--- config.mk ---
export PLATFORM = sky130hd
export DESIGN_NAME = nvac_ctrl
export DESIGN_NICKNAME = d
export VERILOG_FILES = /design/src/common/nvac_pkg.sv /design/src/hdl/nvac_ctrl.sv /design/src/hdl/nvac_timer.sv /design/src/hdl/nvac_unlock.sv
export SDC_FILE = /design/constraint.sdc
export NUM_CORES = 1
export LEC_CHECK = 0
export BUFFER_PORTS_ARGS = -buffer_cell sky130_fd_sc_hd__clkbuf_2
export CAP_MARGIN = 0
export CORE_ASPECT_RATIO = 1.1
export CORE_MARGIN = 5
export CORE_UTILIZATION = 57
export CTS_CLUSTER_DIAMETER = 120
export CTS_CLUSTER_SIZE = 12
export DETAILED_ROUTE_END_ITERATION = 8
export PLACE_DENSITY = 0.9
export SLEW_MARGIN = 0
export SYNTH_ARGS = -nofsm -noshare
export SYNTH_HDL_FRONTEND = slang
export SYNTH_SLANG_ARGS = --single-unit
export TNS_END_PERCENT = 20
--- constraint.sdc ---
create_clock -name pclk -period 3 [get_ports pclk]
set_input_delay 0.3 -clock pclk [delete_from_list [all_inputs] [get_ports pclk]]
set_output_delay 0.3 -clock pclk [all_outputs]
set_load 0.01 [all_outputs]
--- src/common/nvac_pkg.sv ---
// package for the nonvolatile access controller: offsets, fields, resets, timing
// assumes an apb slave on pclk at 250 MHz; nvm array modelled behind simple ports
package nvac_pkg;
    // register byte offsets
    localparam logic [11:0] OFS_CONTROL = 12'h18C;
    localparam logic [11:0] OFS_UNLOCK = 12'h18D;
    localparam logic [11:0] OFS_DATA_LO = 12'h10C;
    localparam logic [11:0] OFS_ADDR_LO = 12'h10D;
    localparam logic [11:0] OFS_DATA_HI = 12'h10E;
    localparam logic [11:0] OFS_ADDR_HI = 12'h10F;
    localparam logic [11:0] OFS_IRQ_STATUS = 12'h200;
    localparam logic [11:0] OFS_IRQ_MASK = 12'h204;
    localparam logic [11:0] OFS_STALL = 12'h208;
    // control field positions
    localparam int BIT_SPACE = 7;
    localparam int BIT_ERASE = 4;
    localparam int BIT_ERR = 3;
    localparam int BIT_WEN = 2;
    localparam int BIT_WR = 1;
    localparam int BIT_RD = 0;
    // irq bits: 0 write done, 1 read done, 2 write aborted
    localparam int IRQ_WDONE = 0;
    localparam int IRQ_RDONE = 1;
    localparam int IRQ_ABORT = 2;
    // unlock codes
    localparam logic [7:0] UNLOCK_FIRST = 8'h55;
    localparam logic [7:0] UNLOCK_SECOND = 8'hAA;
    // reset values
    localparam logic [7:0] CONTROL_RESET = 8'h00;
    localparam logic [2:0] IRQ_MASK_RESET = 3'h0;
    // timing
    localparam int WRITE_TIME_NS = 2000;
    localparam int CLK_PERIOD_NS = 4;
    localparam int WRITE_CYCLES = WRITE_TIME_NS / CLK_PERIOD_NS;
    localparam int READ_CYCLES = 2;
    localparam int STALL_INSNS = 2;
    // one bit flips on every legal transition
    typedef enum logic [1:0] {
        NVAC_IDLE = 2'h0,
        NVAC_READ = 2'h1,
        NVAC_WRITE = 2'h2
    } nvac_state_t;
endpackage : nvac_pkg

--- src/hdl/nvac_ctrl.sv ---
// nonvolatile access controller top: apb registers, strobes, unlock, error flag, irq
// assumes the array is outside; ext/watchdog resets arrive as pins, abort a write
`timescale 1ns/1ps
//////////////////////////////////////////////////////////////////////////////
module nvac_ctrl (
    input wire logic pclk,
    input wire logic presetn,
    input wire logic psel,
    input wire logic penable,
    input wire logic pwrite,
    input wire logic [11:0] paddr,
    input wire logic [31:0] pwdata,
    output logic [31:0] prdata,
    output logic pready,
    output logic pslverr,
    input wire logic ext_reset_n,
    input wire logic wdt_reset,
    input wire logic [13:0] nvm_rdata,
    output logic nvm_rd,
    output logic nvm_wr,
    output logic nvm_erase,
    output logic nvm_program,
    output logic [12:0] nvm_addr,
    output logic [13:0] nvm_wdata,
    output logic core_stall,
    output logic irq
);
    logic [7:0] ctrl_reg;
    logic [7:0] data_lo_reg;
    logic [5:0] data_hi_reg;
    logic [7:0] addr_lo_reg;
    logic [4:0] addr_hi_reg;
    logic [2:0] irq_status_reg;
    logic [2:0] irq_mask_reg;
    logic [1:0] stall_cnt_reg;
    logic [1:0] rst_sync_reg;
    logic [1:0] wdt_sync_reg;
    nvac_pkg::nvac_state_t state_reg;
    logic bus_wr;
    logic wr_ctrl;
    logic armed;
    logic start_wr;
    logic start_rd;
    logic tmr_busy;
    logic tmr_done;
    logic abort;
    logic [9:0] tmr_load;
    //////////////////////////////////////////////////////////////////////////
    // bus decode: zero-wait slave
    assign bus_wr = psel && penable && pwrite;
    assign wr_ctrl = bus_wr && (paddr == nvac_pkg::OFS_CONTROL);
    assign start_wr = wr_ctrl && pwdata[nvac_pkg::BIT_WR] && ctrl_reg[nvac_pkg::BIT_WEN]
        && armed && (state_reg == nvac_pkg::NVAC_IDLE);
    // only a one starts a read
    assign start_rd = wr_ctrl && pwdata[nvac_pkg::BIT_RD] && !start_wr && (state_reg == nvac_pkg::NVAC_IDLE);
    // resets from outside pass two flops; abort on their synced level
    assign abort = (state_reg == nvac_pkg::NVAC_WRITE) && (!rst_sync_reg[1] || wdt_sync_reg[1]);
    assign tmr_load = start_wr ? 10'(nvac_pkg::WRITE_CYCLES) : 10'(nvac_pkg::READ_CYCLES);

    always_ff @(posedge pclk or negedge presetn) begin
        if (!presetn) begin
            rst_sync_reg <= 2'h3;
            wdt_sync_reg <= 2'h0;
        end else begin
            rst_sync_reg <= {rst_sync_reg[0], ext_reset_n};
            wdt_sync_reg <= {wdt_sync_reg[0], wdt_reset};
        end
    end

    nvac_unlock u_unlock (
        .pclk(pclk),
        .presetn(presetn),
        .any_wr(bus_wr),
        .unlock_wr(bus_wr && (paddr == nvac_pkg::OFS_UNLOCK)),
        .wdata(pwdata[7:0]),
        .consume(start_wr),
        .armed(armed)
    );

    nvac_timer u_timer (
        .pclk(pclk),
        .presetn(presetn),
        .start(start_wr || start_rd),
        .load(tmr_load),
        .abort(abort),
        .busy(tmr_busy),
        .done(tmr_done)
    );
    //////////////////////////////////////////////////////////////////////////
    // operation state
    always_ff @(posedge pclk or negedge presetn) begin
        if (!presetn) begin
            state_reg <= nvac_pkg::NVAC_IDLE;
        end else begin
            unique case (state_reg)
                nvac_pkg::NVAC_IDLE: begin
                    if (start_wr) begin
                        state_reg <= nvac_pkg::NVAC_WRITE;
                    end else if (start_rd) begin
                        state_reg <= nvac_pkg::NVAC_READ;
                    end
                end
                nvac_pkg::NVAC_READ: begin
                    if (tmr_done) begin
                        state_reg <= nvac_pkg::NVAC_IDLE;
                    end
                end
                nvac_pkg::NVAC_WRITE: begin
                    if (tmr_done || abort) begin
                        state_reg <= nvac_pkg::NVAC_IDLE;
                    end
                end
                default: state_reg <= nvac_pkg::NVAC_IDLE;
            endcase
        end
    end
    //////////////////////////////////////////////////////////////////////////
    // control register
    always_ff @(posedge pclk or negedge presetn) begin
        if (!presetn) begin
            ctrl_reg <= nvac_pkg::CONTROL_RESET;
        end else begin
            if (wr_ctrl) begin
                if (state_reg != nvac_pkg::NVAC_WRITE) begin
                    ctrl_reg[nvac_pkg::BIT_SPACE] <= pwdata[nvac_pkg::BIT_SPACE];
                end
                ctrl_reg[nvac_pkg::BIT_ERASE] <= pwdata[nvac_pkg::BIT_ERASE];
                ctrl_reg[nvac_pkg::BIT_WEN] <= pwdata[nvac_pkg::BIT_WEN];
            end
            if (abort) begin
                ctrl_reg[nvac_pkg::BIT_ERR] <= 1'b1;
            end else if (start_wr) begin
                ctrl_reg[nvac_pkg::BIT_ERR] <= 1'b0;
            end else if (wr_ctrl) begin
                ctrl_reg[nvac_pkg::BIT_ERR] <= pwdata[nvac_pkg::BIT_ERR];
            end
            if (start_wr) begin
                ctrl_reg[nvac_pkg::BIT_WR] <= 1'b1;
            end else if (state_reg == nvac_pkg::NVAC_WRITE && (tmr_done || abort)) begin
                ctrl_reg[nvac_pkg::BIT_WR] <= 1'b0;
            end
            if (start_rd) begin
                ctrl_reg[nvac_pkg::BIT_RD] <= 1'b1;
            end else if (state_reg == nvac_pkg::NVAC_READ && tmr_done) begin
                ctrl_reg[nvac_pkg::BIT_RD] <= 1'b0;
            end
        end
    end
    //////////////////////////////////////////////////////////////////////////
    // address and data bytes; read result lands in data bytes
    always_ff @(posedge pclk or negedge presetn) begin
        if (!presetn) begin
            addr_lo_reg <= 8'h00;
            addr_hi_reg <= 5'h00;
        end else if (bus_wr) begin
            if (paddr == nvac_pkg::OFS_ADDR_LO) begin
                addr_lo_reg <= pwdata[7:0];
            end
            if (paddr == nvac_pkg::OFS_ADDR_HI) begin
                addr_hi_reg <= pwdata[4:0];
            end
        end
    end

    always_ff @(posedge pclk or negedge presetn) begin
        if (!presetn) begin
            data_lo_reg <= 8'h00;
            data_hi_reg <= 6'h00;
        end else if (state_reg == nvac_pkg::NVAC_READ && tmr_done) begin
            data_lo_reg <= nvm_rdata[7:0];
            data_hi_reg <= ctrl_reg[nvac_pkg::BIT_SPACE] ? nvm_rdata[13:8] : 6'h00;
        end else if (bus_wr) begin
            if (paddr == nvac_pkg::OFS_DATA_LO) begin
                data_lo_reg <= pwdata[7:0];
            end
            if (paddr == nvac_pkg::OFS_DATA_HI) begin
                data_hi_reg <= pwdata[5:0];
            end
        end
    end
    //////////////////////////////////////////////////////////////////////////
    // array strobes
    always_ff @(posedge pclk or negedge presetn) begin
        if (!presetn) begin
            nvm_rd <= 1'b0;
            nvm_wr <= 1'b0;
            nvm_erase <= 1'b0;
            nvm_program <= 1'b0;
            nvm_addr <= 13'h0000;
            nvm_wdata <= 14'h0000;
        end else begin
            nvm_rd <= start_rd;
            nvm_wr <= start_wr && !(ctrl_reg[nvac_pkg::BIT_ERASE] && ctrl_reg[nvac_pkg::BIT_SPACE]);
            nvm_erase <= start_wr && ctrl_reg[nvac_pkg::BIT_ERASE] && ctrl_reg[nvac_pkg::BIT_SPACE];
            if (start_wr || start_rd) begin
                nvm_program <= ctrl_reg[nvac_pkg::BIT_SPACE];
                nvm_addr <= {addr_hi_reg, addr_lo_reg};
                nvm_wdata <= {data_hi_reg, data_lo_reg};
            end
        end
    end
    //////////////////////////////////////////////////////////////////////////
    // core stall after program write strobe
    always_ff @(posedge pclk or negedge presetn) begin
        if (!presetn) begin
            stall_cnt_reg <= 2'h0;
            core_stall <= 1'b0;
        end else begin
            if (start_wr && ctrl_reg[nvac_pkg::BIT_SPACE]) begin
                stall_cnt_reg <= 2'(nvac_pkg::STALL_INSNS);
                core_stall <= 1'b1;
            end else if (stall_cnt_reg != 2'h0) begin
                stall_cnt_reg <= stall_cnt_reg - 2'h1;
                core_stall <= (stall_cnt_reg != 2'h1);
            end else begin
                core_stall <= 1'b0;
            end
        end
    end
    //////////////////////////////////////////////////////////////////////////
    // interrupts: set wins over write-one-to-clear
    always_ff @(posedge pclk or negedge presetn) begin
        if (!presetn) begin
            irq_status_reg <= 3'h0;
            irq_mask_reg <= nvac_pkg::IRQ_MASK_RESET;
            irq <= 1'b0;
        end else begin
            irq_status_reg <= (irq_status_reg
                & ~((bus_wr && paddr == nvac_pkg::OFS_IRQ_STATUS) ? pwdata[2:0] : 3'h0))
                | {abort, (state_reg == nvac_pkg::NVAC_READ) && tmr_done,
                   (state_reg == nvac_pkg::NVAC_WRITE) && tmr_done};
            if (bus_wr && paddr == nvac_pkg::OFS_IRQ_MASK) begin
                irq_mask_reg <= pwdata[2:0];
            end
            irq <= |(irq_status_reg & irq_mask_reg);
        end
    end
    //////////////////////////////////////////////////////////////////////////
    // read data path
    always_ff @(posedge pclk or negedge presetn) begin
        if (!presetn) begin
            prdata <= 32'h0000_0000;
            pready <= 1'b0;
            pslverr <= 1'b0;
        end else begin
            pready <= psel && !penable;
            pslverr <= 1'b0;
            prdata <= 32'h0000_0000;
            if (psel && !penable) begin
                unique case (paddr)
                    nvac_pkg::OFS_CONTROL: prdata <= {24'h0, ctrl_reg & 8'h9F};
                    nvac_pkg::OFS_DATA_LO: prdata <= {24'h0, data_lo_reg};
                    nvac_pkg::OFS_DATA_HI: prdata <= {26'h0, data_hi_reg};
                    nvac_pkg::OFS_ADDR_LO: prdata <= {24'h0, addr_lo_reg};
                    nvac_pkg::OFS_ADDR_HI: prdata <= {27'h0, addr_hi_reg};
                    nvac_pkg::OFS_IRQ_STATUS: prdata <= {29'h0, irq_status_reg};
                    nvac_pkg::OFS_IRQ_MASK: prdata <= {29'h0, irq_mask_reg};
                    nvac_pkg::OFS_STALL: prdata <= {30'h0, tmr_busy, core_stall};
                    nvac_pkg::OFS_UNLOCK: prdata <= 32'h0000_0000;
                    default: pslverr <= 1'b1;
                endcase
            end
        end
    end
endmodule : nvac_ctrl

--- src/hdl/nvac_timer.sv ---
// down-counter timing one nvm operation; done pulses when it runs out
// assumes start only while idle
`timescale 1ns/1ps
module nvac_timer (
    input wire logic pclk,
    input wire logic presetn,
    input wire logic start,
    input wire logic [9:0] load,
    input wire logic abort,
    output logic busy,
    output logic done
);
    logic [9:0] cnt_reg;
    always_ff @(posedge pclk or negedge presetn) begin
        if (!presetn) begin
            cnt_reg <= 10'h000;
            busy <= 1'b0;
            done <= 1'b0;
        end else begin
            done <= 1'b0;
            if (abort) begin
                busy <= 1'b0;
                cnt_reg <= 10'h000;
            end else if (start) begin
                busy <= 1'b1;
                cnt_reg <= load;
            end else if (busy) begin
                if (cnt_reg == 10'h001) begin
                    busy <= 1'b0;
                    done <= 1'b1;
                end
                cnt_reg <= cnt_reg - 10'h001;
            end
        end
    end
endmodule : nvac_timer

--- src/hdl/nvac_unlock.sv ---
// two-step unlock tracker: 0x55 then 0xAA, consecutive unlock writes
// assumes bus write strobes are single-cycle pulses on pclk
`timescale 1ns/1ps
module nvac_unlock (
    input wire logic pclk,
    input wire logic presetn,
    input wire logic any_wr,
    input wire logic unlock_wr,
    input wire logic [7:0] wdata,
    input wire logic consume,
    output logic armed
);
    logic first_reg;
    always_ff @(posedge pclk or negedge presetn) begin
        if (!presetn) begin
            first_reg <= 1'b0;
            armed <= 1'b0;
        end else if (consume) begin
            first_reg <= 1'b0;
            armed <= 1'b0;
        end else if (unlock_wr) begin
            first_reg <= (wdata == nvac_pkg::UNLOCK_FIRST);
            armed <= first_reg && (wdata == nvac_pkg::UNLOCK_SECOND);
        end else if (any_wr) begin
            // other writes break the sequence but keep a completed unlock
            first_reg <= 1'b0;
        end
    end
endmodule : nvac_unlock

Word level (Yosys, flattened, before mapping)

Index checks and enable logic that the tools add are counted.
W data, S select, Z words.

Input bits: 65
Output and inout bits: 67
Word-level logic and storage cells: 152
Flip-flop bits (word level): 128

$add $sub $neg: 2
Muxes and demuxes: 45
Bitwise operators: 4
Reduce and logical (&&, ||, !) cells: 51
Eq/ne operators: 19

Operator list:

| cell                    | number |
|---|---|
| $eq A12 B9 Y1 const B   | 6 |
| $pmux W8 S8             | 1 |
| $eq A12 B10 Y1 const B  | 3 |
| $mux W32                | 1 |
| $mux W10                | 3 |
| $logic_and A1 B1 Y1     | 24 |
| $mux W1                 | 24 |
| $mux W6                 | 4 |
| $mux W8                 | 3 |
| $reduce_bool A2 Y1      | 8 |
| $mux W2                 | 6 |
| $eq A10 B1 Y1 const B   | 1 |
| $reduce_and A2 Y1       | 5 |
| $sub A10 B1 Y10 const B | 1 |
| $mux W9                 | 1 |
| $reduce_bool A3 Y1      | 3 |
| $reduce_or A9 Y1        | 1 |
| $eq A8 B7 Y1 const B    | 1 |
| $eq A8 B8 Y1 const B    | 1 |
| $and A3 B3 Y3           | 2 |
| $pmux W2 S3             | 1 |
| $logic_not A1 Y1        | 4 |
| $ne A2 B1 Y1 const B    | 2 |
| $ne A2 B2 Y1 const B    | 2 |
| other kinds (11)        | 13 |

Depth between registers and ports, before layout

Depth after elaboration: 13
Depth in mapped cells: 7
Depth with buffers taken out: 7

Cells and area by module

A second synthesis with hierarchy kept.

Cells, all modules: 469
Area, all modules: 5,278.8 sq um

By module, submodules not included:

| module      | seq. area each (sq um) | cells each | times used | area each (sq um) |
|---|---|---|---|---|
| nvac_ctrl   | 2,254.7                | 376        | 1          | 4,400.5 |
| nvac_timer  | 300.3                  | 81         | 1          | 740.7 |
| nvac_unlock | 50.0                   | 12         | 1          | 137.6 |

Worst setup path before layout

Ideal clock, no wire load.

Path type: input-to-reg
Start point: input port paddr[6]
End point: register nvm_addr[0]
Arrival: 2,087 ps
Stages on the path: 5
Setup time: 125 ps
Path buffers: 1
Data required time: 2,875 ps
Path slack: 789 ps
Path through: or4b_4 -> nand4bb_4 -> a2111oi_4 -> buf_6 -> mux2_2

Longest elaborated chain between the ends: 10
Elaborated cells between the ends (all ways): 11
Those cells by class: 1 x eq/ne; 10 x reduce/logical

Ends and longest elaborated chain:

| element                          | line             | source |
|---|---|---|
| start, declared                  | nvac_ctrl.sv:11  | `input wire logic [11:0] paddr,` |
| $eq A12 B9 Y1 (*)                | nvac_ctrl.sv:51  | `assign wr_ctrl = bus_wr && (paddr == nvac_pkg::OFS_CONTROL);` |
| $logic_and A1 B1 Y1 (*)          | nvac_ctrl.sv:51  |  |
| $logic_and A1 B1 Y1 (2 in a row) | nvac_ctrl.sv:52  | `assign start_wr = wr_ctrl && pwdata[nvac_pkg::BIT_WR] && ctrl_reg[nvac_pkg::BIT_WEN]` |
| $logic_and A1 B1 Y1 (2 in a row) | nvac_ctrl.sv:53  | `&& armed && (state_reg == nvac_pkg::NVAC_IDLE);` |
| $logic_not A1 Y1                 | nvac_ctrl.sv:55  | `assign start_rd = wr_ctrl && pwdata[nvac_pkg::BIT_RD] && !start_wr && (state_reg == nvac_pkg::NVAC_IDLE);` |
| $logic_and A1 B1 Y1 (2 in a row) | nvac_ctrl.sv:55  |  |
| $logic_or A1 B1 Y1 (*)           | nvac_ctrl.sv:195 | `if (start_wr \|\| start_rd) begin` |
| end signal, assigned             | nvac_ctrl.sv:197 | `nvm_addr <= {addr_hi_reg, addr_lo_reg};` |
| end, declared                    | nvac_ctrl.sv:23  | `output logic [12:0] nvm_addr,` |

Every way passes the cells marked *; elsewhere a longest branch is shown, timed or not.
A chain may end at the register's enable or synchronous reset.

Final worst setup path

Start point: input port paddr[6]
End point: register nvm_addr[1]

Same word-level chain as after synthesis.

==> metrics.txt <==
Clock transition at path regs=0.09 ns; critical-path maximum fanout=28; Setup CP Type=primary input to register; Vias/cell=5.92; number of global-route vias before repair=3857; sequential-to-total area share from yosys stat=52.7%; GRT overflow=0; maximum clock frequency=0.453 GHz; Final setup viols=0; switching portion of total power=24.3%; Max-Cap Viols=0; Gate power share=5.5%; WL final=11.7 mm; # clock sinks=104; Leakage Power=0.00285 uW; Worst R2R Setup Slack=0.94 ns; synth unique cells=56; Slew Viols, Final=0; pin count of the biggest net entering global routing=62; Synth area leaders=dfrtp_1 52%, mux2_2 11%, buf_4 3.6%, nand2_1 3.6%, mux2i_1 3.0%; diode count=0; Int Power=1840 uW; port bufs=83; Avg Cell Area, Syn=11.4 um^2; FP Rows=35; Num CTS Buffers=9; share of cells above drive strength 1=32.9%; Critical R2R Capture=nvm_addr[1]; Power Dens Cells=433 nW/um^2; Setup WS pre-CTS=0.436 ns; total negative slack=0 ns; initial core utilization=58.8%; worst skew pair latency=0.38 ns; post-synth top area share=51.6%; detailed placement HPWL=8.60 mm; Total Routing Usage GR=23.1%; RSZ-0062 raised after global routing=no; Final period util=73.6%; Wirelength per Cell=18.5 um; Synth Instances=435; clock tree buffer depth=2; Die W=98.8 um; Resized Gates After CTS=0; Arrival @ worst endpoint=2.47 ns; first-pass GRT wire length=19.4 mm; r2r worst-path depth=5; status=finished, final reports clean; Post-Route Skew=0.0127 ns; ys async rst share=100%; Final Hold Fails=0; Clock power frac=36.5%; crit end category=register; Post-synth top flop=dfrtp_1; max reg flops=14; Ys Warns=0; die area=10600 um^2; Final Worst Setup Slack=0.793 ns; IO Pins=132; First-pass DRT Iterations=5; Mapped Area=4950 um^2; fin crit period=2.21 ns; CTS tree=done; number of DRC markers in iteration 0=391; Final ANT Viol Nets=0; Reg-to-Reg Start=ctrl_reg[2]; initial antenna violation count=0; Core Util, Final=66.9%; via count of the routed design=3751; gpl congestion=0.890; Seq cells post-synth=104; synthesis-to-layout area growth=13.6%; critical path startpoint category=primary input; clock root cell=clkbuf_8; core area=8410 um^2; net load switching power=591 uW; die height=108 um; crit path from=paddr[6]; area post-placement=5410 um^2; Post-synth EDFFs=0; H-tree depth=3; fin nets=587; Seq pwr share=57.9%; Peak VDD IR=0.312 mV; Required @ worst endpoint=3.26 ns; actual slew at the worst max-slew pin=0.780 ns; DRC viols=0; Min-Delay Path Class=primary input to async pin; post-route cell area=5620 um^2; worst relative slew slack=48.0%; Synth area leader=dfrtp_1
## power groups by stage
stage	clock (uW)	sequential [uW]	combinational, uW
after floorplan	0	1440	74.0
after global placement	0	1440	129
after detailed placement	0	1440	133
after CTS	895	1410	135
after global routing	964	1410	150
final	889	1410	135
## cells in the final DEF, fill, tap and decap left out, drive strengths merged, types with 4 or more instances in the layout
master	Yosys	routed
dfrtp	102	102
clkbuf	16	91
nand2	48	48
mux2	48	48
nor2	30	30
conb	1	24
o21ai	16	16
nand3	15	15
mux2i	15	15
a21oi	14	14
buf	29	11
nor4	9	9
inv	7	9
a32oi	8	8
xor2	7	7
nor3	7	7
a31oi	4	4
a22oi	4	4
ha	4	4
clkinv	0	4
## kinds of logic after synthesis
kind of cell | after synthesis | synth area share [%]
AND/OR/NAND/NOR | 137 | 14.4
flip-flops | 104 | 52.7
multiplexers | 66 | 15.3
AO/OA/AOI/OAI | 61 | 8.52
buffers and inverters | 52 | 6.22
XOR/XNOR | 10 | 1.77
adder cells (fa/ha/maj) | 4 | 1.01
other | 1 | 0.0758
## metrics by stage
| step | total power (uW) | hold WS (ns) | cells |
|---|---|---|---|
| 5_1_grt | 2530 | 0.0207 | 634 |
| 3_5_place_dp | 1570 | 0.343 | 617 |
| 4_1_cts | 2440 | 0.0238 | 634 |
| 3_3_place_gp | 1570 | 0.335 | 617 |
| 2_1_floorplan | 1510 | 0.00441 | 458 |
| 6_report | 2430 | 0.00363 | 634 |
## layer usage
metal / GRT usage, % / routed length (um) / up-vias
li1: - / - / 1671
met1: 29.3 / 4590 / 1826
met2: 38.1 / 5770 / 218
met3: 5.96 / 1060 / 36
met4: 9.07 / 300 / 0
met5: 0 / 0 / -
## how the worst max path moves through the flow
stage	cells past startpoint	to
after floorplan	5	nvm_addr[0]
after global placement	6	nvm_addr[4]
after detailed placement	6	nvm_wdata[4]
after CTS	6	nvm_addr[1]
after global routing	6	nvm_addr[1]
final	6	nvm_addr[1]
## critical path, cell delays in order
cell       delay [ns]
clkbuf_2         0.10
or4b_4           0.59
nand4bb_4        0.33
a2111oi_4        0.52
buf_12           0.26
mux2_2           0.35
## synth_stat cells (all sizes together) (2+ instances only)
cell    number
xor2         7
o21ai       16
nor3         7
nor2b        3
a211o        2
nand2b       3
a22o         2
or4          3
nand3       15
buf         29
a21oi       14
or2          3
nor4b        2
a22oi        4
and4b        2
or4b         2
a31oi        4
mux2i       15
a21o         2
nand2       48
nor2        30
clkbuf      16
dfrtp      102
mux4         3
xnor2        3
mux2        48
inv          7
or3          2
dfstp        2
ha           4
nor4         9
a32oi        8
## timing repair
action                                  4_1_cts  5_1_grt
setup buffers                                 0        0
hold buffers                                  1        0
endpoints found under the setup margin        0        0
endpoints found under the hold margin         1        0
## cell type report
| type | instances | area [um^2] |
|---|---|---|
| Clock buffer | 9 | 124 |
| Clock inverter | 7 | 78.8 |
| Fill cell | 614 | 2790 |
| Inverter | 7 | 26.3 |
| Multi-Input combinational cell | 302 | 2120 |
| Sequential cell | 104 | 2610 |
| Tap cell | 111 | 139 |
| Timing Repair Buffer | 94 | 528 |
Power figures use the tool's default switching activity.
